## config.mk

```make
export PLATFORM = sky130hd
export DESIGN_NAME = sa_arbiter
export DESIGN_NICKNAME = d
export VERILOG_FILES = /design/src/sa_pkg.sv /design/src/sa_arbiter.sv /design/src/sa_ce_rotor.sv /design/src/sa_store_hold.sv
export SDC_FILE = /design/constraint.sdc
export NUM_CORES = 1
export LEC_CHECK = 0
export BUFFER_PORTS_ARGS = -buffer_cell sky130_fd_sc_hd__buf_2
export CORE_MARGIN = 8
export CORE_UTILIZATION = 25
export CTS_BUF_LIST = sky130_fd_sc_hd__clkbuf_4 sky130_fd_sc_hd__clkbuf_8
export CTS_CLUSTER_DIAMETER = 200
export DETAILED_ROUTE_END_ITERATION = 12
export GPL_TIMING_DRIVEN = 0
export SETUP_SLACK_MARGIN = 0.5
export SLEW_MARGIN = 20
export SYNTH_ARGS = -nofsm -noshare
export SYNTH_HDL_FRONTEND = slang
export SYNTH_SLANG_ARGS = --single-unit
```

## constraint.sdc

```tcl
create_clock -name clk_i -period 4.6 [get_ports clk_i]
set_clock_uncertainty 0.1 [all_clocks]
set_input_delay 0.23 -clock clk_i [delete_from_list [all_inputs] [get_ports clk_i]]
set_output_delay 0.23 -clock clk_i [all_outputs]
set_load 0.02 [all_outputs]
```

## src/sa_pkg.sv

```systemverilog
// constants and types shared by the storage access arbiter
`default_nettype none
package sa_pkg;
  localparam int CLK_NS = 40;
  localparam int SU_CYCLE_NS = 800;
  localparam int IO_HOLD_NS = 750;
  localparam int DM_CYCLE_NS = 800;
  // least times, rounded up to whole clocks
  localparam int SU_CYC_CLKS = (SU_CYCLE_NS + CLK_NS - 1) / CLK_NS;
  localparam int IO_HOLD_CLKS = (IO_HOLD_NS + CLK_NS - 1) / CLK_NS;
  localparam int DM_CYC_CLKS = (DM_CYCLE_NS + CLK_NS - 1) / CLK_NS;
  localparam int CNT_W = 5;
  localparam int DM_QW_SLOTS = 4;
  localparam int DM_SLOT_W = 2;
  localparam logic [DM_SLOT_W-1:0] DM_FIRST_SLOT = 2'h0;
  localparam logic [DM_SLOT_W-1:0] DM_LAST_SLOT = 2'h3;
  localparam logic EVEN_BANK = 1'b0;
  localparam logic ODD_BANK = 1'b1;
  typedef enum logic [1:0] {
    DM_FIRST = 2'h0,
    DM_SECOND = 2'h1,
    DM_RESV = 2'h3
  } sa_dm_phase_e;
endpackage
`default_nettype wire

```

## src/sa_arbiter.sv

```systemverilog
// storage unit and display memory access arbiter
`timescale 1ns/100ps
`default_nettype none
module sa_arbiter #(
  parameter int NCE = 3,
  parameter int NIO = 2
) (
  input wire logic clk_i,
  input wire logic rst_b_i,
  // storage unit requests
  input wire logic [NCE-1:0] su_ce_req_i,
  input wire logic [NCE-1:0] su_ce_par_i,
  input wire logic [NIO-1:0] su_io_req_i,
  input wire logic [NIO-1:0] su_io_store_i,
  input wire logic [NIO-1:0] su_io_par_i,
  output logic [NCE-1:0] su_ce_gnt_o,
  output logic [NIO-1:0] su_io_gnt_o,
  output logic [1:0] su_busy_o,
  // display memory requests
  input wire logic [NCE-1:0] dm_ce_req_i,
  input wire logic [NCE-1:0] dm_ce_par_i,
  input wire logic [sa_pkg::DM_QW_SLOTS-1:0] dg_req_i,
  input wire logic [sa_pkg::DM_QW_SLOTS-1:0] dg_par_i,
  output logic [NCE-1:0] dm_ce_gnt_o,
  output logic [sa_pkg::DM_QW_SLOTS-1:0] dg_gnt_o,
  output logic dm_start_o,
  output logic dm_dg_o,
  output logic dm_bank_o
);
  import sa_pkg::*;
  localparam logic [CNT_W-1:0] SU_LOAD = CNT_W'(SU_CYC_CLKS - 1);
  localparam logic [CNT_W-1:0] DM_LOAD = CNT_W'(DM_CYC_CLKS - 1);
  localparam int FRAME_CLKS = 9 * DM_CYC_CLKS;
  localparam int SU_HOLD_PAST = IO_HOLD_CLKS - 1;

  function automatic logic [NIO-1:0] lowest_one(input logic [NIO-1:0] v);
    return v & (~v + NIO'(1));
  endfunction

  ////////////////////////////////////////////////////////////////////
  // storage unit: store hold-off shared by both banks

  logic [NIO-1:0] store_ok;
  logic [NIO-1:0] su_io_gnt_b [2];
  logic [NCE-1:0] su_ce_gnt_b [2];

  sa_store_hold #(
    .N(NIO),
    .HOLD(IO_HOLD_CLKS)
  ) u_hold (
    .clk_i(clk_i),
    .rst_b_i(rst_b_i),
    .req_i(su_io_req_i),
    .store_i(su_io_store_i),
    .ok_o(store_ok)
  );

  ////////////////////////////////////////////////////////////////////
  // storage unit: one independent arbiter per doubleword parity

  for (genvar b = 0; b < 2; b++)
  begin : g_su
    logic [NIO-1:0] io_mine;
    logic [NIO-1:0] io_elig;
    logic [NCE-1:0] ce_mine;
    logic [CNT_W-1:0] busy_r;
    logic [CNT_W-1:0] busy_nxt;
    logic free;
    logic ce_take;
    logic any_gnt;

    always_comb
    begin
      io_mine = su_io_req_i & ((b == 1) ? su_io_par_i : ~su_io_par_i);
      ce_mine = su_ce_req_i & ((b == 1) ? su_ce_par_i : ~su_ce_par_i);
      io_elig = io_mine & ~(su_io_store_i & ~store_ok);
      free = (busy_r == '0);
      su_io_gnt_b[b] = free ? lowest_one(io_elig) : '0;
      ce_take = free && (io_elig == '0);
      any_gnt = (su_io_gnt_b[b] != '0) || (su_ce_gnt_b[b] != '0);
      if (any_gnt)
        busy_nxt = SU_LOAD;
      else if (!free)
        busy_nxt = busy_r - CNT_W'(1);
      else
        busy_nxt = busy_r;
    end

    always_ff @(posedge clk_i)
    begin
      if (!rst_b_i)
        busy_r <= '0;
      else
        busy_r <= busy_nxt;
    end

    sa_ce_rotor #(
      .N(NCE)
    ) u_rot (
      .clk_i(clk_i),
      .rst_b_i(rst_b_i),
      .req_i(ce_mine),
      .take_i(ce_take),
      .gnt_o(su_ce_gnt_b[b])
    );

    assign su_busy_o[b] = !free;

  end

  always_comb
  begin
    su_io_gnt_o = su_io_gnt_b[0] | su_io_gnt_b[1];
    su_ce_gnt_o = su_ce_gnt_b[0] | su_ce_gnt_b[1];
  end

  for (genvar i = 0; i < NIO; i++)
  begin : g_chk

  end

  ////////////////////////////////////////////////////////////////////
  // display memory: free running nine-cycle frame

  logic [CNT_W-1:0] dm_cnt_r;
  logic [CNT_W-1:0] dm_cnt_nxt;
  sa_dm_phase_e dm_phase_r;
  sa_dm_phase_e dm_phase_nxt;
  logic [DM_SLOT_W-1:0] dm_slot_r;
  logic [DM_SLOT_W-1:0] dm_slot_nxt;
  logic dm_take_r;
  logic dm_take_nxt;
  logic dm_par_r;
  logic dm_par_nxt;
  logic dm_dg_r;
  logic dm_dg_nxt;
  logic dm_bank_r;
  logic dm_bank_nxt;
  logic dm_start;
  logic dm_ce_cycle;
  logic dm_pref;
  logic dm_use_odd;
  logic [NCE-1:0] dm_ce_even;
  logic [NCE-1:0] dm_ce_odd;
  logic [NCE-1:0] dm_gnt_even;
  logic [NCE-1:0] dm_gnt_odd;

  always_comb
  begin
    dm_start = (dm_cnt_r == '0);
    dm_cnt_nxt = dm_start ? DM_LOAD : dm_cnt_r - CNT_W'(1);
    dm_phase_nxt = dm_phase_r;
    dm_slot_nxt = dm_slot_r;
    dm_take_nxt = dm_take_r;
    dm_par_nxt = dm_par_r;
    dm_dg_nxt = dm_dg_r;
    dm_bank_nxt = dm_bank_r;
    dg_gnt_o = '0;
    dm_ce_cycle = 1'b0;
    if (dm_start)
    begin
      case (dm_phase_r)
        DM_FIRST:
        begin
          // slot owner decides at the start of its quadword
          dm_take_nxt = dg_req_i[dm_slot_r];
          dm_par_nxt = dg_par_i[dm_slot_r];
          dg_gnt_o[dm_slot_r] = dg_req_i[dm_slot_r];
          dm_ce_cycle = !dg_req_i[dm_slot_r];
          dm_phase_nxt = DM_SECOND;
        end
        DM_SECOND:
        begin
          dm_ce_cycle = !dm_take_r;
          if (dm_slot_r == DM_LAST_SLOT)
          begin
            dm_phase_nxt = DM_RESV;
          end
          else
          begin
            dm_phase_nxt = DM_FIRST;
            dm_slot_nxt = dm_slot_r + DM_SLOT_W'(1);
          end
        end
        DM_RESV:
        begin
          dm_ce_cycle = 1'b1;
          dm_take_nxt = 1'b0;
          dm_phase_nxt = DM_FIRST;
          dm_slot_nxt = DM_FIRST_SLOT;
        end
        default:
        begin
          dm_phase_nxt = DM_FIRST;
          dm_slot_nxt = DM_FIRST_SLOT;
        end
      endcase
    end
    // only computing elements and display generators reach this memory
    dm_ce_even = dm_ce_req_i & ~dm_ce_par_i;
    dm_ce_odd = dm_ce_req_i & dm_ce_par_i;
    dm_pref = (dm_phase_r == DM_SECOND) ? ODD_BANK : EVEN_BANK;
    if (dm_pref == ODD_BANK)
      dm_use_odd = (dm_ce_odd != '0) || (dm_ce_even == '0);
    else
      dm_use_odd = (dm_ce_even == '0) && (dm_ce_odd != '0);
    if (dm_start)
    begin
      if (dm_phase_r == DM_FIRST && dg_req_i[dm_slot_r])
      begin
        dm_dg_nxt = 1'b1;
        dm_bank_nxt = dg_par_i[dm_slot_r];
      end
      else if (dm_phase_r == DM_SECOND && dm_take_r)
      begin
        dm_dg_nxt = 1'b1;
        dm_bank_nxt = !dm_par_r;
      end
      else
      begin
        dm_dg_nxt = 1'b0;
        dm_bank_nxt = dm_use_odd;
      end
    end
  end

  always_ff @(posedge clk_i)
  begin
    if (!rst_b_i)
    begin
      dm_cnt_r <= '0;
      dm_phase_r <= DM_FIRST;
      dm_slot_r <= DM_FIRST_SLOT;
      dm_take_r <= 1'b0;
      dm_par_r <= EVEN_BANK;
      dm_dg_r <= 1'b0;
      dm_bank_r <= EVEN_BANK;
    end
    else
    begin
      dm_cnt_r <= dm_cnt_nxt;
      dm_phase_r <= dm_phase_nxt;
      dm_slot_r <= dm_slot_nxt;
      dm_take_r <= dm_take_nxt;
      dm_par_r <= dm_par_nxt;
      dm_dg_r <= dm_dg_nxt;
      dm_bank_r <= dm_bank_nxt;
    end
  end

  ////////////////////////////////////////////////////////////////////
  // display memory: computing element choice per parity

  sa_ce_rotor #(
    .N(NCE)
  ) u_dm_even (
    .clk_i(clk_i),
    .rst_b_i(rst_b_i),
    .req_i(dm_ce_even),
    .take_i(dm_ce_cycle && !dm_use_odd),
    .gnt_o(dm_gnt_even)
  );

  sa_ce_rotor #(
    .N(NCE)
  ) u_dm_odd (
    .clk_i(clk_i),
    .rst_b_i(rst_b_i),
    .req_i(dm_ce_odd),
    .take_i(dm_ce_cycle && dm_use_odd),
    .gnt_o(dm_gnt_odd)
  );

  always_comb
  begin
    dm_ce_gnt_o = dm_gnt_even | dm_gnt_odd;
    dm_start_o = dm_start;
    dm_dg_o = dm_dg_r;
    dm_bank_o = dm_bank_r;
  end
endmodule
`default_nettype wire

```

## src/sa_ce_rotor.sv

```systemverilog
// rotating priority picker among computing element requests
`timescale 1ns/100ps
`default_nettype none
module sa_ce_rotor #(
  parameter int N = 3
) (
  input wire logic clk_i,
  input wire logic rst_b_i,
  input wire logic [N-1:0] req_i,
  input wire logic take_i,
  output logic [N-1:0] gnt_o
);
  import sa_pkg::*;
  localparam int IW = (N > 1) ? $clog2(N) : 1;
  localparam logic [IW-1:0] LAST_INIT = IW'(N - 1);
  logic [IW-1:0] last_r;
  logic [IW-1:0] last_nxt;

  function automatic logic [N-1:0] rr_pick(input logic [N-1:0] req, input logic [IW-1:0] last);
    logic [N-1:0] pick;
    logic found;
    int idx;
    pick = '0;
    found = 1'b0;
    for (int k = 1; k <= N; k++)
    begin
      idx = (int'(last) + k) % N;
      if (req[idx] && !found)
      begin
        pick[idx] = 1'b1;
        found = 1'b1;
      end
    end
    return pick;
  endfunction

  always_comb
  begin
    gnt_o = take_i ? rr_pick(req_i, last_r) : '0;
    last_nxt = last_r;
    for (int k = 0; k < N; k++)
    begin
      if (gnt_o[k])
      begin
        last_nxt = IW'(k);
      end
    end
  end

  always_ff @(posedge clk_i)
  begin
    if (!rst_b_i)
      last_r <= LAST_INIT;
    else
      last_r <= last_nxt;
  end
endmodule
`default_nettype wire

```

## src/sa_store_hold.sv

```systemverilog
// hold-off timers that keep io store requests out of arbitration
`timescale 1ns/100ps
`default_nettype none
module sa_store_hold #(
  parameter int N = 2,
  parameter int HOLD = sa_pkg::IO_HOLD_CLKS
) (
  input wire logic clk_i,
  input wire logic rst_b_i,
  input wire logic [N-1:0] req_i,
  input wire logic [N-1:0] store_i,
  output logic [N-1:0] ok_o
);
  import sa_pkg::*;
  localparam logic [CNT_W-1:0] HOLD_CNT = CNT_W'(HOLD);
  logic [CNT_W-1:0] cnt_r [N];
  logic [CNT_W-1:0] cnt_nxt [N];

  always_comb
  begin
    for (int i = 0; i < N; i++)
    begin
      ok_o[i] = (cnt_r[i] == HOLD_CNT);
      if (!(req_i[i] && store_i[i]))
        cnt_nxt[i] = '0;
      else if (cnt_r[i] == HOLD_CNT)
        cnt_nxt[i] = cnt_r[i];
      else
        cnt_nxt[i] = cnt_r[i] + CNT_W'(1);
    end
  end

  always_ff @(posedge clk_i)
  begin
    for (int i = 0; i < N; i++)
    begin
      if (!rst_b_i)
        cnt_r[i] <= '0;
      else
        cnt_r[i] <= cnt_nxt[i];
    end
  end
endmodule
`default_nettype wire

```

# Word level (Yosys, flattened, before mapping)
# Memory sizes are Yosys's and may differ from the RTL's.
# Index checks and enable logic that the tools add are counted.
[totals] latch_bits=0 mem_count=1 out_inout_bits=17 input_bits=28 mem_bits_rw=10 elab_cells=319 regBits=31 romBits=0
[memory_table] memory="u_hold.cnt_r" words=2 width=5 rd=2 rd_clocked_by_memory_dff=0 write_ports=2 line_no="sa_store_hold.sv:16" source="logic [CNT_W-1:0] cnt_r [N];"
[classes] add_sub_neg=20 shift=0 div=12 mux=128 eq_ne=8 n_lt_le_gt_ge=26 reduce_logical=74 n_bitwise=34 mul=0
[op_table] cell="$ge A32 B1 Y1 const B" n=12
[op_table] cell="$lt A32 B4 Y1 const B" n=12
[op_table] cell="$mod A32 B3 Y32 const B" n=12
[op_table] cell="$mux W1" n=56
[op_table] cell="$mux W5" n=11
[op_table] cell="$mux W3" n=16
[op_table] cell="$logic_and A1 B1 Y1" n=30
[op_table] cell="$or A3 B3 Y3" n=10
[op_table] cell="$bmux W1 S2" n=14
[op_table] cell="$demux W1 S2" n=13
[op_table] cell="$add A2 B2 Y3 const B" n=8
[op_table] cell="$mux W2" n=12
[op_table] cell="$logic_not A5 Y1" n=3
[op_table] cell="$sub A5 B1 Y5 const B" n=3
[op_table] cell="$and A2 B2 Y2" n=7
[op_table] cell="$logic_not A1 Y1" n=14
[op_table] cell="$reduce_bool A2 Y1" n=7
[op_table] cell="$reduce_or A2 Y1" n=7
[op_table] cell="$add A2 B1 Y3 const B" n=4
[op_table] cell="$and A3 B3 Y3" n=4
[op_table] cell="$add A5 B1 Y5 const B" n=2
[op_table] cell="$eq A5 B5 Y1 const B" n=2
[op_table] cell="$not A2 Y2" n=5
[op_table] cell="$reduce_bool A3 Y1" n=3
[op_table] cell="other kinds (21)" n=35

# Longest topological paths before layout
# Gate-level depths: netlist of the first run.
[logic_depth] depth_word=16 ltp_mapped=9

# By module
# Synthesis of the first run repeated with hierarchy kept, for this count alone.
[unflattened] cells_unflattened=423 area_unflattened_um2=3443.3
[modules_own_cells] mod="sa_arbiter" cells_per_inst=189 area_per_inst_um2=1529.0 seq_area_each_um2=460.4 instances=1
[modules_own_cells] mod="sa_ce_rotor" cells_per_inst=48 area_per_inst_um2=371.6 seq_area_each_um2=40.0 instances=4
[modules_own_cells] mod="sa_store_hold" cells_per_inst=42 area_per_inst_um2=427.9 seq_area_each_um2=200.2 instances=1

# Worst setup path after synthesis of the first run
# No wires, ideal clock.
[synth_timing] path_type="flip-flop to output port" start="register u_dm_odd.last_r[0]" end="output dm_ce_gnt_o[2]" slack_ns=2.186 path_stages_with_launch=9 path_buffers=1 arrival_ns=2.084 path_cell_list="dfxtp_1 inv_1 ha_1 buf_2 and4b_1 a311oi_1 a31oi_1 mux2_2 nor2_1"
[synth_via] elab_chain_cells=14 word_cells_on_any_way=43
[synth_rtl] item="from (decl)" line_no="sa_ce_rotor.sv:16" source="logic [IW-1:0] last_r;"
[synth_rtl] item="from (signal assigned)" line_no="sa_ce_rotor.sv:55" source="last_r <= last_nxt;"
[synth_rtl] item="parallel branches: the longest is 11 deep, another holds $mod A32 B3 Y32"
[synth_rtl] item="$mux W3 *" line_no="sa_ce_rotor.sv:28" source="if (req[idx] && !found)"
[synth_rtl] item="$mux W3 *" line_no="sa_ce_rotor.sv:39" source="gnt_o = take_i ? rr_pick(req_i, last_r) : '0;"
[synth_rtl] item="$or A3 B3 Y3 *" line_no="sa_arbiter.sv:276" source="dm_ce_gnt_o = dm_gnt_even | dm_gnt_odd;"
[synth_rtl] item="to (decl)" line_no="sa_arbiter.sv:24" source="output logic [NCE-1:0] dm_ce_gnt_o,"
# Mark *: on every way between the ends. The select of a mux whose other input is x is not followed.

# Final worst setup path of the first run
# Ends and elaborated chain as after synthesis.

==> results of run 1 <==
-- per-stage QoR --
| stage | total power, W | hold slack (ns) | instances |
|---|---|---|---|
| after global placement | 0.00149 | 0.350 | 638 |
| after floorplan | 0.00128 | 0.316 | 418 |
| final | 0.00176 | 0.171 | 646 |
| after global routing | 0.00192 | 0.193 | 646 |
| after detailed placement | 0.00152 | 0.344 | 638 |
| after CTS | 0.00177 | 0.161 | 646 |
-- state kept, by name, summed over array words and instances (netlist names) --
signal             cells
dm_bank_o              1
u_dm_odd.last_r        2
g_su.busy_r           10
dm_cnt_r               5
u_dm_even.last_r       2
dm_slot_r              2
dm_phase_r             2
dm_take_r              1
g_su.u_rot.last_r      4
dm_dg_o                1
dm_par_r               1
u_hold.cnt_r          10
-- worst paths after layout --
check	cells past startpoint	end	slack, ns
max	9	dm_ce_gnt_o[2]	1.62
min	3	u_hold.cnt_r[0][1]$_SDFFE_PN0N_	0.17
max reg2reg	7	g_su[0].busy_r[0]$_SDFFE_PN0P_	1.98
min reg2reg	2	dm_bank_o$_SDFFE_PN0P_	0.36
-- cell families after synthesis --
logic type,share of synthesized area
AND/OR/NAND/NOR,0.292
AO/OA/AOI/OAI,0.228
buffers and inverters,0.0544
flip-flops,0.245
adder cells (fa/ha/maj),0.116
XOR/XNOR,0.0339
multiplexers,0.0317
-- cells in the mapped netlist (3+ instances only) --
| master | n | share of area |
|---|---|---|
| a31oi_1 | 12 | 0.022 |
| o21ai_1 | 4 | 0.0060 |
| nand2b_1 | 13 | 0.024 |
| nand3_1 | 16 | 0.024 |
| a211oi_1 | 9 | 0.020 |
| buf_2 | 5 | 0.0075 |
| nor3_1 | 7 | 0.010 |
| nand2_1 | 33 | 0.037 |
| dfxtp_1 | 41 | 0.24 |
| o31ai_1 | 3 | 0.0067 |
| mux2i_1 | 5 | 0.015 |
| xnor2_1 | 9 | 0.023 |
| nor2_1 | 36 | 0.040 |
| o21ai_0 | 18 | 0.027 |
| and4b_1 | 3 | 0.0089 |
| nand4bb_1 | 3 | 0.010 |
| ha_1 | 31 | 0.12 |
| or3_1 | 4 | 0.0075 |
| inv_1 | 31 | 0.035 |
| a21oi_1 | 28 | 0.042 |
| mux2_2 | 3 | 0.010 |
| a21o_1 | 5 | 0.011 |
| and3_1 | 3 | 0.0056 |
| nand4b_1 | 9 | 0.023 |
| o311a_1 | 3 | 0.0089 |
| a32o_1 | 3 | 0.0089 |
| xor2_1 | 4 | 0.010 |
| and2_1 | 7 | 0.013 |
| o211ai_1 | 3 | 0.0067 |
| clkbuf_1 | 5 | 0.0056 |
| nor4bb_1 | 4 | 0.012 |
-- layout make-up --
type,count,share of cell area
Multi-Input combinational cell,333,0.606
Sequential cell,41,0.211
Timing Repair Buffer,44,0.0567
Tap cell,176,0.0567
Inverter,32,0.0309
Clock buffer,5,0.0177
Buffer,12,0.0161
Clock inverter,3,0.00451
-- worst min-delay path, cell delays in order --
cell and delay [ns]:
buf_2 0.11, nand3_1 0.13, a21oi_1 0.05
-- report_power, final --
group | internal, W | switching [W]
Clock | 0.000105 | 0.000134
Sequential | 0.000444 | 0.0000714
Combinational | 0.000410 | 0.000599
-- layer usage --
layer | vias to the layer above | part of all wire
met1 | 1489 | 0.49
met5 | - | 0
met2 | 89 | 0.46
met4 | 0 | 0.013
met3 | 21 | 0.037
li1 | 1639 | -
==> flow_metrics.env, run 1 <==
export IMPL_cp_startpoint="u_dm_odd.last_r[0]$_SDFFE_PP0P_"
export IMPL_worst_slew_pin_slew_ns=0.604
export IMPL_cpMaxStageDelayCell="a311oi_1"
export IMPL_drive_gt1_frac=0.162
export IMPL_placementRows=42
export IMPL_finalMaxSlewViolations=0
export IMPL_met1_usage=0.111
export IMPL_cts_buffers=5
export IMPL_drt_iter0_drc=150
export IMPL_path_class="register to output pin"
export IMPL_crit_fanout=10
export IMPL_antenna_found_initial=0
export IMPL_fillers=1414
export IMPL_grt_pass1_wl_um=14300
export IMPL_pin_count=45
export IMPL_port_buffers=44
export IMPL_post_route_period_util=0.648
export IMPL_power_density_nw_per_um2=454
export IMPL_vias=3238
export IMPL_die_h_um=132
export IMPL_cts_setup_buffers=0
export IMPL_setup_viol=0
export IMPL_dp_hpwl_um=6540
export IMPL_start_util=0.254
export IMPL_grtUsageMet2=0.166
export IMPL_root_buffer="clkbuf_8"
export IMPL_nNetsFinal=528
export IMPL_grt_pass1_vias=3247
export IMPL_clk_latency_ns=0.30
export IMPL_fin_tns_setup_ns=0
export IMPL_die_area_um2=17400
export IMPL_worst_ep_required_time_ns=4.27
export IMPL_grt_use_met3=0.0191
export IMPL_async_reset_ff_frac=0
export IMPL_syn2layout_area_growth_pct=15.7
export IMPL_final_hold_viol_count=0
export IMPL_ys_warn_count=0
export IMPL_grt_max_degree=14
export IMPL_reg2reg_from="g_su[0].u_rot.last_r[0]$_SDFFE_PP0P_"
export IMPL_drv_cap=0
export IMPL_cp_cell_sequence="inv_1, ha_1, buf_2, and4b_1, a311oi_1, a31oi_1, mux2_2, nor2_1, buf_2"
export IMPL_wirelength_um=8310
export IMPL_grt_usage=0.0928
export IMPL_final_seq_area_um2=821
export IMPL_relSlewSlack=0.595
export IMPL_antenna_cells=0
export IMPL_die_w_um=132
export IMPL_synth_cell_types=72
export IMPL_cpMostUsedCell="buf_2"
export IMPL_cts_max_level=2
export IMPL_route_detailed_drc=0
export IMPL_syn_avg_cell_area_um2=8.03
export IMPL_clk_pin_slew_ns=0.09
export IMPL_worstPathArrival_ns=2.65
export IMPL_core_area_um2=13200
export IMPL_post_cts_resize_count=0
export IMPL_multi_input_area_um2=2350
export IMPL_rsz0062_at_grt="no"
export IMPL_gr_total_overflow=0
export IMPL_fin_area_um2=3880
export IMPL_synth_area_um2=3360
export IMPL_grt_busiest_layer="met2"
export IMPL_ctsHoldBuffers=0
export IMPL_critPathBufInv=3
export IMPL_finalWorstPathRequiredPeriod_ns=2.98
export IMPL_fmax_mhz=335
export IMPL_clock_sinks=41
export IMPL_leakagePower_nw=1.61
export IMPL_status="complete, no violations"
export IMPL_crit_family="compound AO/OA/AOI/OAI gates"
export IMPL_synth_flop_cell="dfxtp_1"
export IMPL_post_route_util=0.294
export IMPL_cp_start_kind="register"
export IMPL_synth_edf_count=0
export IMPL_wire_per_inst_um=12.9
export IMPL_final_antenna_net_count=0
export IMPL_syn_nets=477
export IMPL_first_pass_iters=4
export IMPL_viasPerCell=5.01
export IMPL_dp_slack_ns=1.98
export IMPL_place_congestion=0.841
export IMPL_placed_area_um2=3800
export IMPL_synthCells=418
export IMPL_peakVddDrop_mv=0.188
export IMPL_hold_class="input pin to register"
export IMPL_clockBufferDepth=2
export IMPL_cpPeakStageDelay_ns=0.45
export IMPL_cts_tree="yes"
export IMPL_min_delay_start="su_io_req_i[0]"
export IMPL_endpoint_kind="output pin"
export IMPL_ys_ff_latch=41
export IMPL_final_cell_mix="buf_2 (49), dfxtp_1 (41), nor2_1 (36), nand2_1 (33)"
export IMPL_ys_seq_area_frac=0.245
export IMPL_postLayoutSetupSlackWorst_ns=1.62
export IMPL_final_common_cell="buf_2"
Power figures use the tool's default switching activity.
==> run 2: changes to the inputs <==
clock period = 2.9 ns   (was 4.6 ns; I/O delays follow)
==> run 2 against run 1 <==
Compared with the run above:
- register-to-register slack got worse by 1.5 ns
- clock power increased by 59%
- utilization increased by 6.3 points
- sequential share of layout area decreased by 3.3 points
- setup slack got worse by 1.3 ns
- die area unchanged
==> flow_metrics.env, run 2 (synthesized netlist as in run 1, its figures left out) <==
export IMPL_status="complete, no violations"
export IMPL_cts_buffers=5
export IMPL_relSlewSlack=0.632
export IMPL_drt_iter0_drc=171
export IMPL_clk_pin_slew_ns=0.09
export IMPL_grt_max_degree=14
export IMPL_grt_pass1_vias=3463
export IMPL_die_w_um=132
export IMPL_hold_class="input pin to register"
export IMPL_worstPathArrival_ns=2.32
export IMPL_worst_slew_pin_slew_ns=0.551
export IMPL_crit_family="simple AND/OR/NAND/NOR gates"
export IMPL_reg2reg_from="g_su[0].u_rot.last_r[0]$_SDFFE_PP0P_"
export IMPL_cp_cell_sequence="inv_4, ha_4, buf_4, nor4bb_1, nand2b_1, nor4_4, nand2_1, a21oi_2, or2_4, buf_6"
export IMPL_power_w=0.00348
export IMPL_start_util=0.254
export IMPL_final_hold_viol_count=0
export IMPL_crit_cells=10
export IMPL_pin_count=45
export IMPL_core_area_um2=13200
export IMPL_fin_area_um2=4710
export IMPL_reg_largest_list="g_su.busy_r: 10 flops, u_hold.cnt_r: 10 flops, dm_cnt_r: 5 flops"
export IMPL_final_cell_mix="buf_2 (39), buf_4 (35), nor2_1 (32), nand2_1 (31), dfxtp_1 (30)"
export IMPL_wirelength_um=9640
export IMPL_first_pass_iters=5
export IMPL_placed_area_um2=3800
export IMPL_critPathBufInv=3
export IMPL_cpPeakStageDelay_ns=0.38
export IMPL_crit_fanout=3
export IMPL_die_h_um=132
export IMPL_peakVddDrop_mv=0.310
export IMPL_dp_slack_ns=0.317
export IMPL_worst_ep_required_time_ns=2.65
export IMPL_nNetsFinal=565
export IMPL_fin_tns_setup_ns=0
export IMPL_clockBufferDepth=2
export IMPL_placementRows=42
export IMPL_grt_pass1_wl_um=15600
export IMPL_fillers=1335
export IMPL_wire_per_inst_um=14.1
export IMPL_place_congestion=0.841
export IMPL_post_route_period_util=0.883
export IMPL_endpoint_kind="output pin"
export IMPL_drive_gt1_frac=0.361
export IMPL_cts_max_level=2
export IMPL_die_area_um2=17400
export IMPL_vias=3481
export IMPL_cpMaxStageDelayCell="nor4bb_1"
export IMPL_cts_tree="yes"
export IMPL_drv_cap=0
export IMPL_leakagePower_nw=1.87
export IMPL_gr_total_overflow=0
export IMPL_route_detailed_drc=0
export IMPL_timing_rr_end="g_su[0].u_rot.last_r[1]$_SDFFE_PP1P_"
export IMPL_power_density_nw_per_um2=740
export IMPL_path_class="register to output pin"
export IMPL_final_common_cell="buf_2"
export IMPL_ctsHoldBuffers=0
export IMPL_postLayoutSetupSlackWorst_ns=0.338
export IMPL_grt_usage=0.102
export IMPL_cp_endpoint="su_ce_gnt_o[1]"
export IMPL_dp_hpwl_um=6540
export IMPL_viasPerCell=5.10
export IMPL_root_buffer="clkbuf_8"
export IMPL_rsz0062_at_grt="yes"
export IMPL_antenna_cells=0
export IMPL_worst_hold_slack_ns=0.0775
export IMPL_reg2reg_setup_slack_ns=0.53
export IMPL_final_antenna_net_count=0
export IMPL_port_buffers=44
export IMPL_setup_viol=0
export IMPL_fmax_mhz=390
export IMPL_syn2layout_area_growth_pct=40.3
export IMPL_clk_latency_ns=0.30
export IMPL_reg2reg_depth=10
export IMPL_cp_startpoint="g_su[1].u_rot.last_r[0]$_SDFFE_PP0P_"
export IMPL_cp_start_kind="register"
export IMPL_clock_sinks=41
export IMPL_finalMaxSlewViolations=0
export IMPL_finalWorstPathRequiredPeriod_ns=2.56
export IMPL_antenna_found_initial=0
run 2: power by group:
group	switching (W)	internal, W
clock	0.000215	0.000167
combinational	0.00120	0.00107
sequential	0.000122	0.000715
total	0.00154	0.00195
run 2: worst reg2reg max path, stage by stage (launching register included):
cell	delay, ns
dfxtp_2	0.34
inv_2	0.05
ha_2	0.18
buf_6	0.13
or4b_4	0.51
o221ai_4	0.09
buf_6	0.12
nor4_1	0.04
or3_1	0.36
a31oi_1	0.20
o221ai_1	0.11
run 2: stage by stage:
step | utilization | cells
2_1_floorplan | - | 418
3_3_place_gp | 0.288 | 638
3_5_place_dp | 0.288 | 638
4_1_cts | 0.330 | 667
5_1_grt | 0.357 | 683
6_report | 0.357 | 683
run 2: area by class of cell:
cell class | instances | area [um^2] | area share
multi-input cells | 333 | 2790 | 0.591
clock inverters | 3 | 17.5 | 0.00372
repair buffers | 81 | 543 | 0.115
flip-flops and latches | 41 | 842 | 0.179
inverters | 32 | 125 | 0.0266
plain buffers | 12 | 108 | 0.0228
clock buffers | 5 | 68.8 | 0.0146
well taps | 176 | 220 | 0.0468
run 2: layer usage:
metal	track usage	vias up	routed length [um]	part of all wire
met1	0.116	1645	4370	0.45
met2	0.187	102	4760	0.49
met4	0.0249	0	140	0.015
met3	0.0217	19	367	0.038
li1	-	1715	-	-
met5	0	-	0	0
run 2: worst min path at each step:
stage	startpoint	endpoint	slack [ns]	cells past startpoint
after floorplan	su_io_req_i[0]	u_hold.cnt_r[0][1]$_SDFFE_PN0N_	0.23	2
final	su_io_req_i[0]	u_hold.cnt_r[0][0]$_SDFFE_PN0N_	0.08	3
after global placement	dm_cnt_r[0]$_SDFF_PN0_	dm_cnt_r[0]$_SDFF_PN0_	0.35	1
after detailed placement	dm_bank_o$_SDFFE_PN0P_	dm_bank_o$_SDFFE_PN0P_	0.34	2
after global routing	su_io_req_i[0]	u_hold.cnt_r[0][0]$_SDFFE_PN0N_	0.11	3
after CTS	su_io_req_i[0]	u_hold.cnt_r[0][1]$_SDFFE_PN0N_	0.08	3
run 2: what timing repair did:
action / in CTS / in global routing
buffers inserted: 21 / 16
endpoints found under the hold margin: 0 / 0
setup endpoints to repair: 20 / 18
resized for setup: 74 / 56
pin swaps: 33 / 22
cloned: 0 / 0
